$ cat config.mk
export PLATFORM = sky130hd
export DESIGN_NAME = lcle_exec
export DESIGN_NICKNAME = d
export VERILOG_FILES = /design/src/hw/lcle_pkg.sv /design/src/hw/lcle_rf_if.sv /design/src/hw/lcle_regfile.sv /design/src/hw/lcle_exec.sv
export SDC_FILE = /design/constraint.sdc
export NUM_CORES = 2
export LEC_CHECK = 0
export ABC_AREA = 1
export BUFFER_PORTS_ARGS = -buffer_cell sky130_fd_sc_hd__buf_2
export CORE_ASPECT_RATIO = 0.75
export CORE_MARGIN = 2
export CORE_UTILIZATION = 40
export DETAILED_ROUTE_END_ITERATION = 10
export PLACE_DENSITY = 0.65
export SLEW_MARGIN = 20
export SYNTH_ARGS = -nofsm -noshare
export SYNTH_HDL_FRONTEND = slang
export SYNTH_SLANG_ARGS = --single-unit
$ cat constraint.sdc
create_clock -name clk -period 3.5 [get_ports clk]
set_input_delay 0.175 -clock clk [delete_from_list [all_inputs] [get_ports clk]]
set_output_delay 0.175 -clock clk [all_outputs]
set_load 0.01 [all_outputs]
$ cat src/hw/lcle_pkg.sv
// Purpose: Shared constants and types of the load, context and loop unit
// Assumes: Pre-decoded instruction fields arrive from the decode stage
// Notes: Register indices are 4 bits; 16 address and 16 data registers
package lcle_pkg;
  localparam int LCLE_DW = 32;
  localparam int LCLE_NREG = 16;
  localparam logic [31:0] LCLE_RESET_WORD = 32'h00000000;
  localparam logic [3:0] LCLE_A15_IDX = 4'hF;
  localparam logic [3:0] LCLE_D15_IDX = 4'hF;
  localparam logic [31:0] LCLE_POSTINC_STEP = 32'h00000004;
  localparam logic [31:0] LCLE_LEN_LONG = 32'h00000004;
  localparam logic [31:0] LCLE_LEN_SHORT = 32'h00000002;
  localparam logic [15:0] LCLE_LOW_HALF_ZERO = 16'h0000;
  // Context block: 16 words, words 0 and 1 not loaded
  localparam logic [3:0] LCLE_CTX_FIRST = 4'h2;
  localparam logic [3:0] LCLE_CTX_LAST = 4'hF;
  localparam logic [31:0] LCLE_CTX_FIRST_OFS = 32'h00000008;
  localparam logic [31:0] LCLE_WORD_STEP = 32'h00000004;

  typedef enum logic [3:0] {
    OP_LOAD_FRACTION_HALFWORD = 4'h0,
    OP_LOAD_WORD = 4'h1,
    OP_LOAD_WORD_SHORT = 4'h2,
    OP_LOWER_CONTEXT_RESTORE = 4'h3,
    OP_UPPER_CONTEXT_RESTORE = 4'h4,
    OP_MASKED_READ_MODIFY_WRITE = 4'h5,
    OP_EA_COMPUTE = 4'h6,
    OP_LOOP_LONG = 4'h7,
    OP_LOOP_SHORT = 4'h8
  } lcle_op_t;

  typedef enum logic [3:0] {
    MODE_DIRECT_ADDRESS = 4'h0,
    MODE_BASE_OFFSET = 4'h1,
    MODE_BASE_LONG_OFFSET = 4'h2,
    MODE_PRE_INCREMENT = 4'h3,
    MODE_POST_INCREMENT = 4'h4,
    MODE_SHORT_INDIRECT = 4'h5,
    MODE_SHORT_A15_OFFSET = 4'h6,
    MODE_SHORT_IMPLICIT_DEST = 4'h7,
    MODE_SHORT_POST_INCREMENT = 4'h8
  } lcle_mode_t;

  typedef enum logic [2:0] {
    ST_IDLE = 3'h0,
    ST_READ = 3'h1,
    ST_EXEC = 3'h3,
    ST_MEM = 3'h2,
    ST_STORE = 3'h6,
    ST_CTX = 3'h7,
    ST_DONE = 3'h5
  } lcle_state_t;
endpackage

$ cat src/hw/lcle_rf_if.sv
// Purpose: Carrier between the execution core and its register file
// Assumes: Read data are registered, one cycle after the index
// Notes: One write port serves both register banks
`timescale 1ns/1ps
interface lcle_rf_if;
  logic [3:0] rdAddrIdx;
  logic [3:0] rdDataIdx0;
  logic [3:0] rdDataIdx1;
  logic [31:0] rdAddrVal;
  logic [31:0] rdDataVal0;
  logic [31:0] rdDataVal1;
  logic wrEn;
  logic wrIsAddr;
  logic [3:0] wrIdx;
  logic [31:0] wrData;
  modport core (
    output rdAddrIdx, rdDataIdx0, rdDataIdx1, wrEn, wrIsAddr, wrIdx, wrData,
    input rdAddrVal, rdDataVal0, rdDataVal1
  );
  modport store (
    input rdAddrIdx, rdDataIdx0, rdDataIdx1, wrEn, wrIsAddr, wrIdx, wrData,
    output rdAddrVal, rdDataVal0, rdDataVal1
  );
endinterface

$ cat src/hw/lcle_regfile.sv
// Purpose: Address and data register banks with registered reads
// Assumes: A read in the cycle of a write returns the old value
// Notes: Reset clears every register
`timescale 1ns/1ps
module lcle_regfile
  import lcle_pkg::*;
#(
  parameter int N_REGS = LCLE_NREG
) (
  // Clock and reset
  input wire logic clk,
  input wire logic arst_n,
  // Core side
  lcle_rf_if.store rf
);
  if (N_REGS != 16) begin : g_check
    $error("lcle_regfile serves exactly 16 registers per bank");
  end

  typedef struct packed {
    logic [N_REGS-1:0][31:0] addrReg;
    logic [N_REGS-1:0][31:0] dataReg;
    logic [31:0] rdA;
    logic [31:0] rdD0;
    logic [31:0] rdD1;
  } lcle_rf_t;

  lcle_rf_t s_q;
  lcle_rf_t s_d;

  always_comb begin
    s_d = s_q;
    s_d.rdA = s_q.addrReg[rf.rdAddrIdx];
    s_d.rdD0 = s_q.dataReg[rf.rdDataIdx0];
    s_d.rdD1 = s_q.dataReg[rf.rdDataIdx1];
    for (int i = 0; i < N_REGS; i++) begin
      if (rf.wrEn && rf.wrIdx == 4'(i)) begin
        if (rf.wrIsAddr) begin
          s_d.addrReg[i] = rf.wrData;
        end else begin
          s_d.dataReg[i] = rf.wrData;
        end
      end
    end
  end

  always_ff @(posedge clk or negedge arst_n) begin
    if (!arst_n) begin
      s_q <= '0;
    end else begin
      s_q <= s_d;
    end
  end

  assign rf.rdAddrVal = s_q.rdA;
  assign rf.rdDataVal0 = s_q.rdD0;
  assign rf.rdDataVal1 = s_q.rdD1;
endmodule

$ cat src/hw/lcle_exec.sv
// Purpose: Executes loads, context restores, masked update, address
//   compute and loop branches for the core
// Assumes: Memory answers each request with a one-cycle memAck
// Notes: One instruction at a time; insnReady shows acceptance
`timescale 1ns/1ps

// Functional notes
// - Fraction halfword load puts the halfword in bits 31:16, zeros below.
// - Long word load writes the fetched word unchanged into the data reg.
// - Long-offset mode address is base plus sign-extended 16-bit offset.
// - Short offset and pre-increment add a signed 10-bit offset; post uses base.
// - Short word load offers base indirect and A15 plus unsigned 4-bit offset.
// - Short post-increment load uses the old base, then adds 4 to it.
// - Lower restore fills address regs 2 to 7 and data regs 0 to 7.
// - Upper restore fills address regs 10 to 15 and data regs 8 to 15.
// - Restores accept only direct address and base plus short offset.
// - Masked update keeps bits where the odd mask is 0, takes even value.
// - Address compute writes the address into an address reg, no access.
// - Long loop adds twice the signed 15-bit displacement to the PC.
// - Short loop adds twice the 4-bit displacement, one-extended, to PC.
// - Both loops test the old register value, then decrement it.
module lcle_exec
  import lcle_pkg::*;
(
  // Clock and reset
  input wire logic clk,
  input wire logic arst_n,
  // Instruction from decode
  input wire logic insnValid,
  input wire lcle_op_t insnOp,
  input wire lcle_mode_t insnMode,
  input wire logic [3:0] insnRegA,
  input wire logic [3:0] insnRegB,
  input wire logic [15:0] insnOffset,
  input wire logic [31:0] insnAbsAddr,
  input wire logic [31:0] insnPc,
  output logic insnReady,
  // Memory port
  output logic memReq,
  output logic memWrite,
  output logic [31:0] memAddr,
  output logic [31:0] memWdata,
  input wire logic [31:0] memRdata,
  input wire logic memAck,
  // Completion
  output logic done,
  output logic illegal,
  output logic branchTaken,
  output logic [31:0] pcNext
);
  typedef struct packed {
    lcle_state_t st;
    lcle_op_t op;
    lcle_mode_t mode;
    logic [3:0] regA;
    logic [3:0] regB;
    logic [15:0] ofs;
    logic [31:0] absAddr;
    logic [31:0] pc;
    logic [3:0] cnt;
    logic ready;
    logic memReq;
    logic memWrite;
    logic [31:0] memAddr;
    logic [31:0] memWdata;
    logic done;
    logic illegal;
    logic taken;
    logic [31:0] pcNext;
  } lcle_core_t;

  lcle_core_t s_q;
  lcle_core_t s_d;
  lcle_rf_if rfBus ();

  logic wrEn;
  logic wrIsAddr;
  logic [3:0] wrIdx;
  logic [31:0] wrData;
  logic [31:0] ea;
  logic [31:0] loopDisp;
  logic [31:0] mask;
  logic [31:0] insVal;

  function automatic logic [31:0] sext10(input logic [15:0] o);
    sext10 = {{22{o[9]}}, o[9:0]};
  endfunction

  function automatic logic isShortMode(input lcle_mode_t m);
    isShortMode = (m == MODE_SHORT_INDIRECT) ||
      (m == MODE_SHORT_A15_OFFSET) || (m == MODE_SHORT_IMPLICIT_DEST) ||
      (m == MODE_SHORT_POST_INCREMENT);
  endfunction

  function automatic logic modeOk(input lcle_op_t o, input lcle_mode_t m);
    unique case (o)
      OP_LOWER_CONTEXT_RESTORE, OP_UPPER_CONTEXT_RESTORE: begin
        modeOk = (m == MODE_DIRECT_ADDRESS) || (m == MODE_BASE_OFFSET);
      end
      OP_LOAD_WORD_SHORT: begin
        modeOk = isShortMode(m);
      end
      OP_LOAD_WORD, OP_EA_COMPUTE: begin
        modeOk = !isShortMode(m);
      end
      OP_LOAD_FRACTION_HALFWORD, OP_MASKED_READ_MODIFY_WRITE: begin
        modeOk = !isShortMode(m) && (m != MODE_BASE_LONG_OFFSET);
      end
      OP_LOOP_LONG, OP_LOOP_SHORT: begin
        modeOk = 1'b1;
      end
      default: begin
        modeOk = 1'b0;
      end
    endcase
  endfunction

  // Register indices read while an instruction is held
  always_comb begin
    rfBus.rdAddrIdx = s_q.regB;
    if (s_q.op == OP_LOOP_LONG || s_q.op == OP_LOOP_SHORT) begin
      rfBus.rdAddrIdx = s_q.regA;
    end else if (s_q.mode == MODE_SHORT_A15_OFFSET) begin
      rfBus.rdAddrIdx = LCLE_A15_IDX;
    end
  end
  assign rfBus.rdDataIdx0 = {s_q.regA[3:1], 1'b0};
  assign rfBus.rdDataIdx1 = {s_q.regA[3:1], 1'b1};
  assign mask = rfBus.rdDataVal1;
  assign insVal = rfBus.rdDataVal0;

  // Effective address of the held instruction
  always_comb begin
    ea = rfBus.rdAddrVal;
    unique case (s_q.mode)
      MODE_DIRECT_ADDRESS: begin
        ea = s_q.absAddr;
      end
      MODE_BASE_OFFSET, MODE_PRE_INCREMENT: begin
        ea = rfBus.rdAddrVal + sext10(s_q.ofs);
      end
      MODE_BASE_LONG_OFFSET: begin
        ea = rfBus.rdAddrVal + {{16{s_q.ofs[15]}}, s_q.ofs};
      end
      MODE_SHORT_A15_OFFSET, MODE_SHORT_IMPLICIT_DEST: begin
        ea = rfBus.rdAddrVal + {28'h0000000, s_q.ofs[3:0]};
      end
      default: begin
        ea = rfBus.rdAddrVal;
      end
    endcase
  end

  always_comb begin
    if (s_q.op == OP_LOOP_SHORT) begin
      loopDisp = {27'h7FFFFFF, s_q.ofs[3:0], 1'b0};
    end else begin
      loopDisp = {{16{s_q.ofs[14]}}, s_q.ofs[14:0], 1'b0};
    end
  end

  always_comb begin
    s_d = s_q;
    s_d.done = 1'b0;
    wrEn = 1'b0;
    wrIsAddr = 1'b0;
    wrIdx = s_q.regA;
    wrData = LCLE_RESET_WORD;
    unique case (s_q.st)
      ST_IDLE: begin
        s_d.ready = 1'b1;
        if (insnValid && s_q.ready) begin
          s_d.ready = 1'b0;
          s_d.op = insnOp;
          s_d.mode = insnMode;
          s_d.regA = insnRegA;
          s_d.regB = insnRegB;
          s_d.ofs = insnOffset;
          s_d.absAddr = insnAbsAddr;
          s_d.pc = insnPc;
          s_d.illegal = 1'b0;
          s_d.taken = 1'b0;
          s_d.st = ST_READ;
        end
      end
      ST_READ: begin
        s_d.st = ST_EXEC;
      end
      ST_EXEC: begin
        s_d.pcNext = s_q.pc + ((s_q.op == OP_LOAD_WORD_SHORT ||
          s_q.op == OP_LOOP_SHORT) ? LCLE_LEN_SHORT : LCLE_LEN_LONG);
        if (!modeOk(s_q.op, s_q.mode)) begin
          s_d.illegal = 1'b1;
          s_d.done = 1'b1;
          s_d.st = ST_DONE;
        end else if (s_q.op == OP_EA_COMPUTE) begin
          wrEn = 1'b1;
          wrIsAddr = 1'b1;
          wrData = ea;
          s_d.done = 1'b1;
          s_d.st = ST_DONE;
        end else if (s_q.op == OP_LOOP_LONG || s_q.op == OP_LOOP_SHORT) begin
          wrEn = 1'b1;
          wrIsAddr = 1'b1;
          wrData = rfBus.rdAddrVal - 32'h00000001;
          if (rfBus.rdAddrVal != LCLE_RESET_WORD) begin
            s_d.taken = 1'b1;
            s_d.pcNext = s_q.pc + loopDisp;
          end
          s_d.done = 1'b1;
          s_d.st = ST_DONE;
        end else begin
          wrIdx = s_q.regB;
          wrIsAddr = 1'b1;
          if (s_q.mode == MODE_PRE_INCREMENT ||
              s_q.mode == MODE_POST_INCREMENT) begin
            wrEn = 1'b1;
            wrData = rfBus.rdAddrVal + sext10(s_q.ofs);
          end else if (s_q.mode == MODE_SHORT_POST_INCREMENT) begin
            wrEn = 1'b1;
            wrData = rfBus.rdAddrVal + LCLE_POSTINC_STEP;
          end
          s_d.memReq = 1'b1;
          s_d.memWrite = 1'b0;
          s_d.memAddr = ea;
          s_d.st = ST_MEM;
          if (s_q.op == OP_LOWER_CONTEXT_RESTORE ||
              s_q.op == OP_UPPER_CONTEXT_RESTORE) begin
            s_d.cnt = LCLE_CTX_FIRST;
            s_d.memAddr = ea + LCLE_CTX_FIRST_OFS;
            s_d.st = ST_CTX;
          end
        end
      end
      ST_MEM: begin
        if (memAck) begin
          s_d.memReq = 1'b0;
          s_d.done = 1'b1;
          s_d.st = ST_DONE;
          wrEn = 1'b1;
          wrData = memRdata;
          if (s_q.op == OP_MASKED_READ_MODIFY_WRITE) begin
            wrEn = 1'b0;
            s_d.done = 1'b0;
            s_d.memReq = 1'b1;
            s_d.memWrite = 1'b1;
            s_d.memWdata = (memRdata & ~mask) | (insVal & mask);
            s_d.st = ST_STORE;
          end else if (s_q.op == OP_LOAD_FRACTION_HALFWORD) begin
            wrData = {memRdata[15:0], LCLE_LOW_HALF_ZERO};
          end else if (s_q.mode == MODE_SHORT_IMPLICIT_DEST) begin
            wrIdx = LCLE_D15_IDX;
          end
        end
      end
      ST_STORE: begin
        if (memAck) begin
          s_d.memReq = 1'b0;
          s_d.memWrite = 1'b0;
          s_d.done = 1'b1;
          s_d.st = ST_DONE;
        end
      end
      ST_CTX: begin
        if (memAck) begin
          wrEn = 1'b1;
          wrIsAddr = !s_q.cnt[3];
          wrData = memRdata;
          if (s_q.op == OP_UPPER_CONTEXT_RESTORE) begin
            wrIdx = {1'b1, s_q.cnt[2:0]};
          end else begin
            wrIdx = {1'b0, s_q.cnt[2:0]};
          end
          if (s_q.cnt == LCLE_CTX_LAST) begin
            s_d.memReq = 1'b0;
            s_d.done = 1'b1;
            s_d.st = ST_DONE;
          end else begin
            s_d.cnt = s_q.cnt + 4'h1;
            s_d.memAddr = s_q.memAddr + LCLE_WORD_STEP;
          end
        end
      end
      ST_DONE: begin
        s_d.ready = 1'b1;
        s_d.st = ST_IDLE;
      end
      default: begin
        s_d.st = ST_IDLE;
        s_d.memReq = 1'b0;
        s_d.memWrite = 1'b0;
      end
    endcase
  end

  always_ff @(posedge clk or negedge arst_n) begin
    if (!arst_n) begin
      s_q <= '0;
    end else begin
      s_q <= s_d;
    end
  end

  assign rfBus.wrEn = wrEn;
  assign rfBus.wrIsAddr = wrIsAddr;
  assign rfBus.wrIdx = wrIdx;
  assign rfBus.wrData = wrData;

  lcle_regfile #(
    .N_REGS(LCLE_NREG)
  ) u_regfile (
    .clk(clk),
    .arst_n(arst_n),
    .rf(rfBus.store)
  );

  assign insnReady = s_q.ready;
  assign memReq = s_q.memReq;
  assign memWrite = s_q.memWrite;
  assign memAddr = s_q.memAddr;
  assign memWdata = s_q.memWdata;
  assign done = s_q.done;
  assign illegal = s_q.illegal;
  assign branchTaken = s_q.taken;
  assign pcNext = s_q.pcNext;
endmodule

==> flow_summary.json <==
{
  "synth-seq-cells": 1325,
  "hp-start": "memRdata[13]",
  "layout.nets": 10002,
  "overflow": 0,
  "wire_per_inst_um": 22.54,
  "path_common_cell": "nand2_1",
  "avgSynthCellArea_um2": 7.666,
  "first_global_vias": 63665,
  "ys_types": 68,
  "slowest_stage": "dfrtp_1",
  "async_flop_share_pct": 100.0,
  "viasPerCell": 5.590,
  "finalHoldViolations": 0,
  "ios": 234,
  "finalCritPeriodShare_pct": 105.5,
  "cp-start-kind": "flip-flop",
  "drcViolationCount": 0,
  "violations": "negative setup slack",
  "detail-route-antenna-nets": 0,
  "rsz0062_at_grt": "yes",
  "maxCapViolCount": 0,
  "first_iter_violations": 8400,
  "dr.pass1.iters": 7,
  "ir_drop_v": 0.0005882,
  "core_area_um2": 172100,
  "setup_slack_ns": -0.1927,
  "final_common_cell": "nand2_1",
  "grtUsageTotal_pct": 30.34,
  "hpwl_um": 192100,
  "period_needed_ns": 3.693,
  "drive_above_1_share_pct": 19.62,
  "crit_required_ns": 4.20,
  "hp-class": "in -> reg",
  "min_to": "memWdata[13]",
  "synth_top_area_share_pct": 48.02,
  "clk_latency_ns": 0.83,
  "place.gp.congestion": 0.9979,
  "path_clk_slew_ns": 0.06,
  "rrSetupSlack_ns": -0.19,
  "die_y_um": 363.8,
  "tns_ns": -24.09,
  "fmax_mhz": 270.8,
  "place.port_buffers": 233,
  "grt_pass1_wl_um": 409400,
  "nFillCells": 16153,
  "syn_inst": 9008,
  "crit_fanout": 8,
  "crit_path_end_kind": "flip-flop",
  "finalClockSkew_ns": 0.05409,
  "cts.sinks": 1325,
  "ys_seq_area_share_pct": 48.02,
  "worstPathArrival_ns": 4.39,
  "synth_area_um2": 69050,
  "p_leak_nw": 41.71,
  "synth_edf_count": 0,
  "crit_family": "simple AND/OR/NAND/NOR gates",
  "slowest_delay_ns": 0.40,
  "synth_fp_nets": 9223,
  "cts_buffers": 139,
  "yosysTopAreaCell": "dfrtp_1",
  "num_vias": 68064,
  "worstHoldPathCells": 5,
  "r2r_end": "u_regfile.s_q[664]",
  "dp_slack_ns": -0.5192,
  "drv_slew": 0,
  "antenna_found_initial": 7,
  "rr_worst_depth": 24,
  "path_buf_inv": 8,
  "die-area_um2": 176000,
  "clockBufferDepth": 3,
  "slew_headroom_pct": 42.60,
  "ctsRootBufferMaster": "clkbuf_16",
  "p_per_area_nw_per_um2": 1029,
  "synthToLayoutAreaGrowth_pct": 27.06,
  "p_total_mw": 90.29,
  "synth.area.top_cells": "dfrtp_1, nand2_1, o21ai_0",
  "worstSetupPathType": "reg -> reg",
  "mostFrequentLayoutCells": "nand2_1, dfrtp_1, o21ai_0, nor2_1, buf_4",
  "start_util_pct": 40.12,
  "yosysWarnings": 0,
  "setup_viol": 395,
  "crit_chain": "inv_2, nand3_4, clkbuf_16, nand2_1, inv_2, ha_4, nand2_4, buf_4, nor2_1, buf_4, nand2_1, nand3b_1, nand3_1, nand2_2, nand3_4, nand2_2, nand2_2, inv_1, o211ai_1, o221ai_4, buf_6, buf_16, nand2_1, nand2_1",
  "worstMarginPinSlew_ns": 0.8611,
  "ys.flop_type": "dfrtp_1",
  "die_w_um": 483.8,
  "wirelength_um": 274400,
  "htree_num_levels": 4,
  "cts_tree": "done",
  "core.rowCount": 132,
  "grt_max_degree": 129,
  "run_status": "complete, but fails checks",
  "regToRegStartpoint": "s_q[197]"
}
[worst reg2reg max path, delay by kind of cell (launching register included)]
family,cells,cell delay [ns]
buffers and inverters,8,1.08
adders and majority gates,1,0.33
DFF,1,0.40
and+or+nand+nor,13,1.17
AOI/OAI and AO/OA,2,0.66
[metrics by stage]
stage,hold slack (ns),cells,cell area (µm²),utilization (%)
after global routing,0.02679,12175,87740,50.98
after CTS,0.002563,12149,86420,50.21
after floorplan,-0.1206,9008,69070,-
final,0.02895,12176,87740,50.98
after global placement,0.2336,11731,78660,45.71
after detailed placement,0.2291,11731,78660,45.71
[report_power, final]
part | internal, mW | total [mW] | leakage [nW] | switching (mW)
logic | 20.1 | 53.6 | 21.9 | 33.6
registers | 18.5 | 21.0 | 17.4 | 2.45
clock network | 8.85 | 15.7 | 2.35 | 6.87
total | 47.4 | 90.3 | 41.7 | 42.9
[routing by layer]
metal,GRT usage (%),part of all wire (%)
met2,42.18,40
met1,46.02,46
met3,6.789,10
met4,10.22,3.7
met5,0,0.015
[flip-flops by register name, indices dropped and copies added (netlist names)]
register / cells
u_regfile.rf.rdAddrVal: 32
rfBus.rdDataIdx0: 3
pcNext: 32
u_regfile.s_q: 1024
memWrite: 1
u_regfile.rf.rdDataVal0: 32
memAddr: 32
u_regfile.rf.rdDataVal1: 32
memWdata: 32
insnReady: 1
memReq: 1
s_q: 100
done: 1
illegal: 1
branchTaken: 1
[cells by family (layout without fill, tap and decap cells)]
| logic type | after synthesis | count (layout) | synth area share [%] |
|---|---|---|---|
| compound gates | 2197 | 2197 | 17.58 |
| xor+xnor | 73 | 73 | 0.9259 |
| fa+ha+maj | 83 | 83 | 1.537 |
| buf+inv | 1283 | 2171 | 7.790 |
| flops | 1325 | 1325 | 48.02 |
| mux | 82 | 82 | 1.247 |
| other cells | 0 | 2 | 0 |
| simple gates | 3965 | 3965 | 22.91 |
[worst max-delay path by stage]
stage,to,from,depth (start not counted)
2_1_floorplan,u_regfile.s_q[503],s_q[196],26
3_3_place_gp,memAddr[30],s_q[197],26
3_5_place_dp,memAddr[30],s_q[179],22
4_1_cts,u_regfile.s_q[1023],s_q[179],22
5_1_grt,memAddr[30],s_q[197],27
6_report,u_regfile.s_q[664],s_q[197],24
[synth_stat cells (all sizes together), types with 20 or more instances]
cell	n
xor2	67
clkbuf	424
mux2	32
o21ai	1386
nand4	54
nand3b	21
nor2	962
a22oi	20
nor3	53
dfrtp	1325
nand3	332
o211ai	75
nand2	2519
buf	239
mux2i	50
inv	602
a21oi	341
o32ai	34
a31oi	98
ha	80
o22ai	106
o221ai	65
[layout make-up]
cell class / count / area [µm²] / area share [%]
Antenna cell: 2 / 5.005 / 0.005704
Clock buffer: 197 / 3996 / 4.555
Clock inverter: 53 / 805.8 / 0.9184
Inverter: 620 / 2364 / 2.694
Multi-Input combinational cell: 6400 / 32730 / 37.31
Sequential cell: 1325 / 33180 / 37.82
Tap cell: 2278 / 2850 / 3.249
Timing Repair Buffer: 1301 / 11810 / 13.46
[repair_timing]
item	4_1_cts	5_1_grt
setup buffers	34	20
resized for setup	263	272
pin swaps	47	91
hold endpoints to repair	671	0
gates cloned	12	7
endpoints found under the setup margin	861	1059
hold buffers	123	0
No activity file was read; power rests on OpenSTA's default activity.
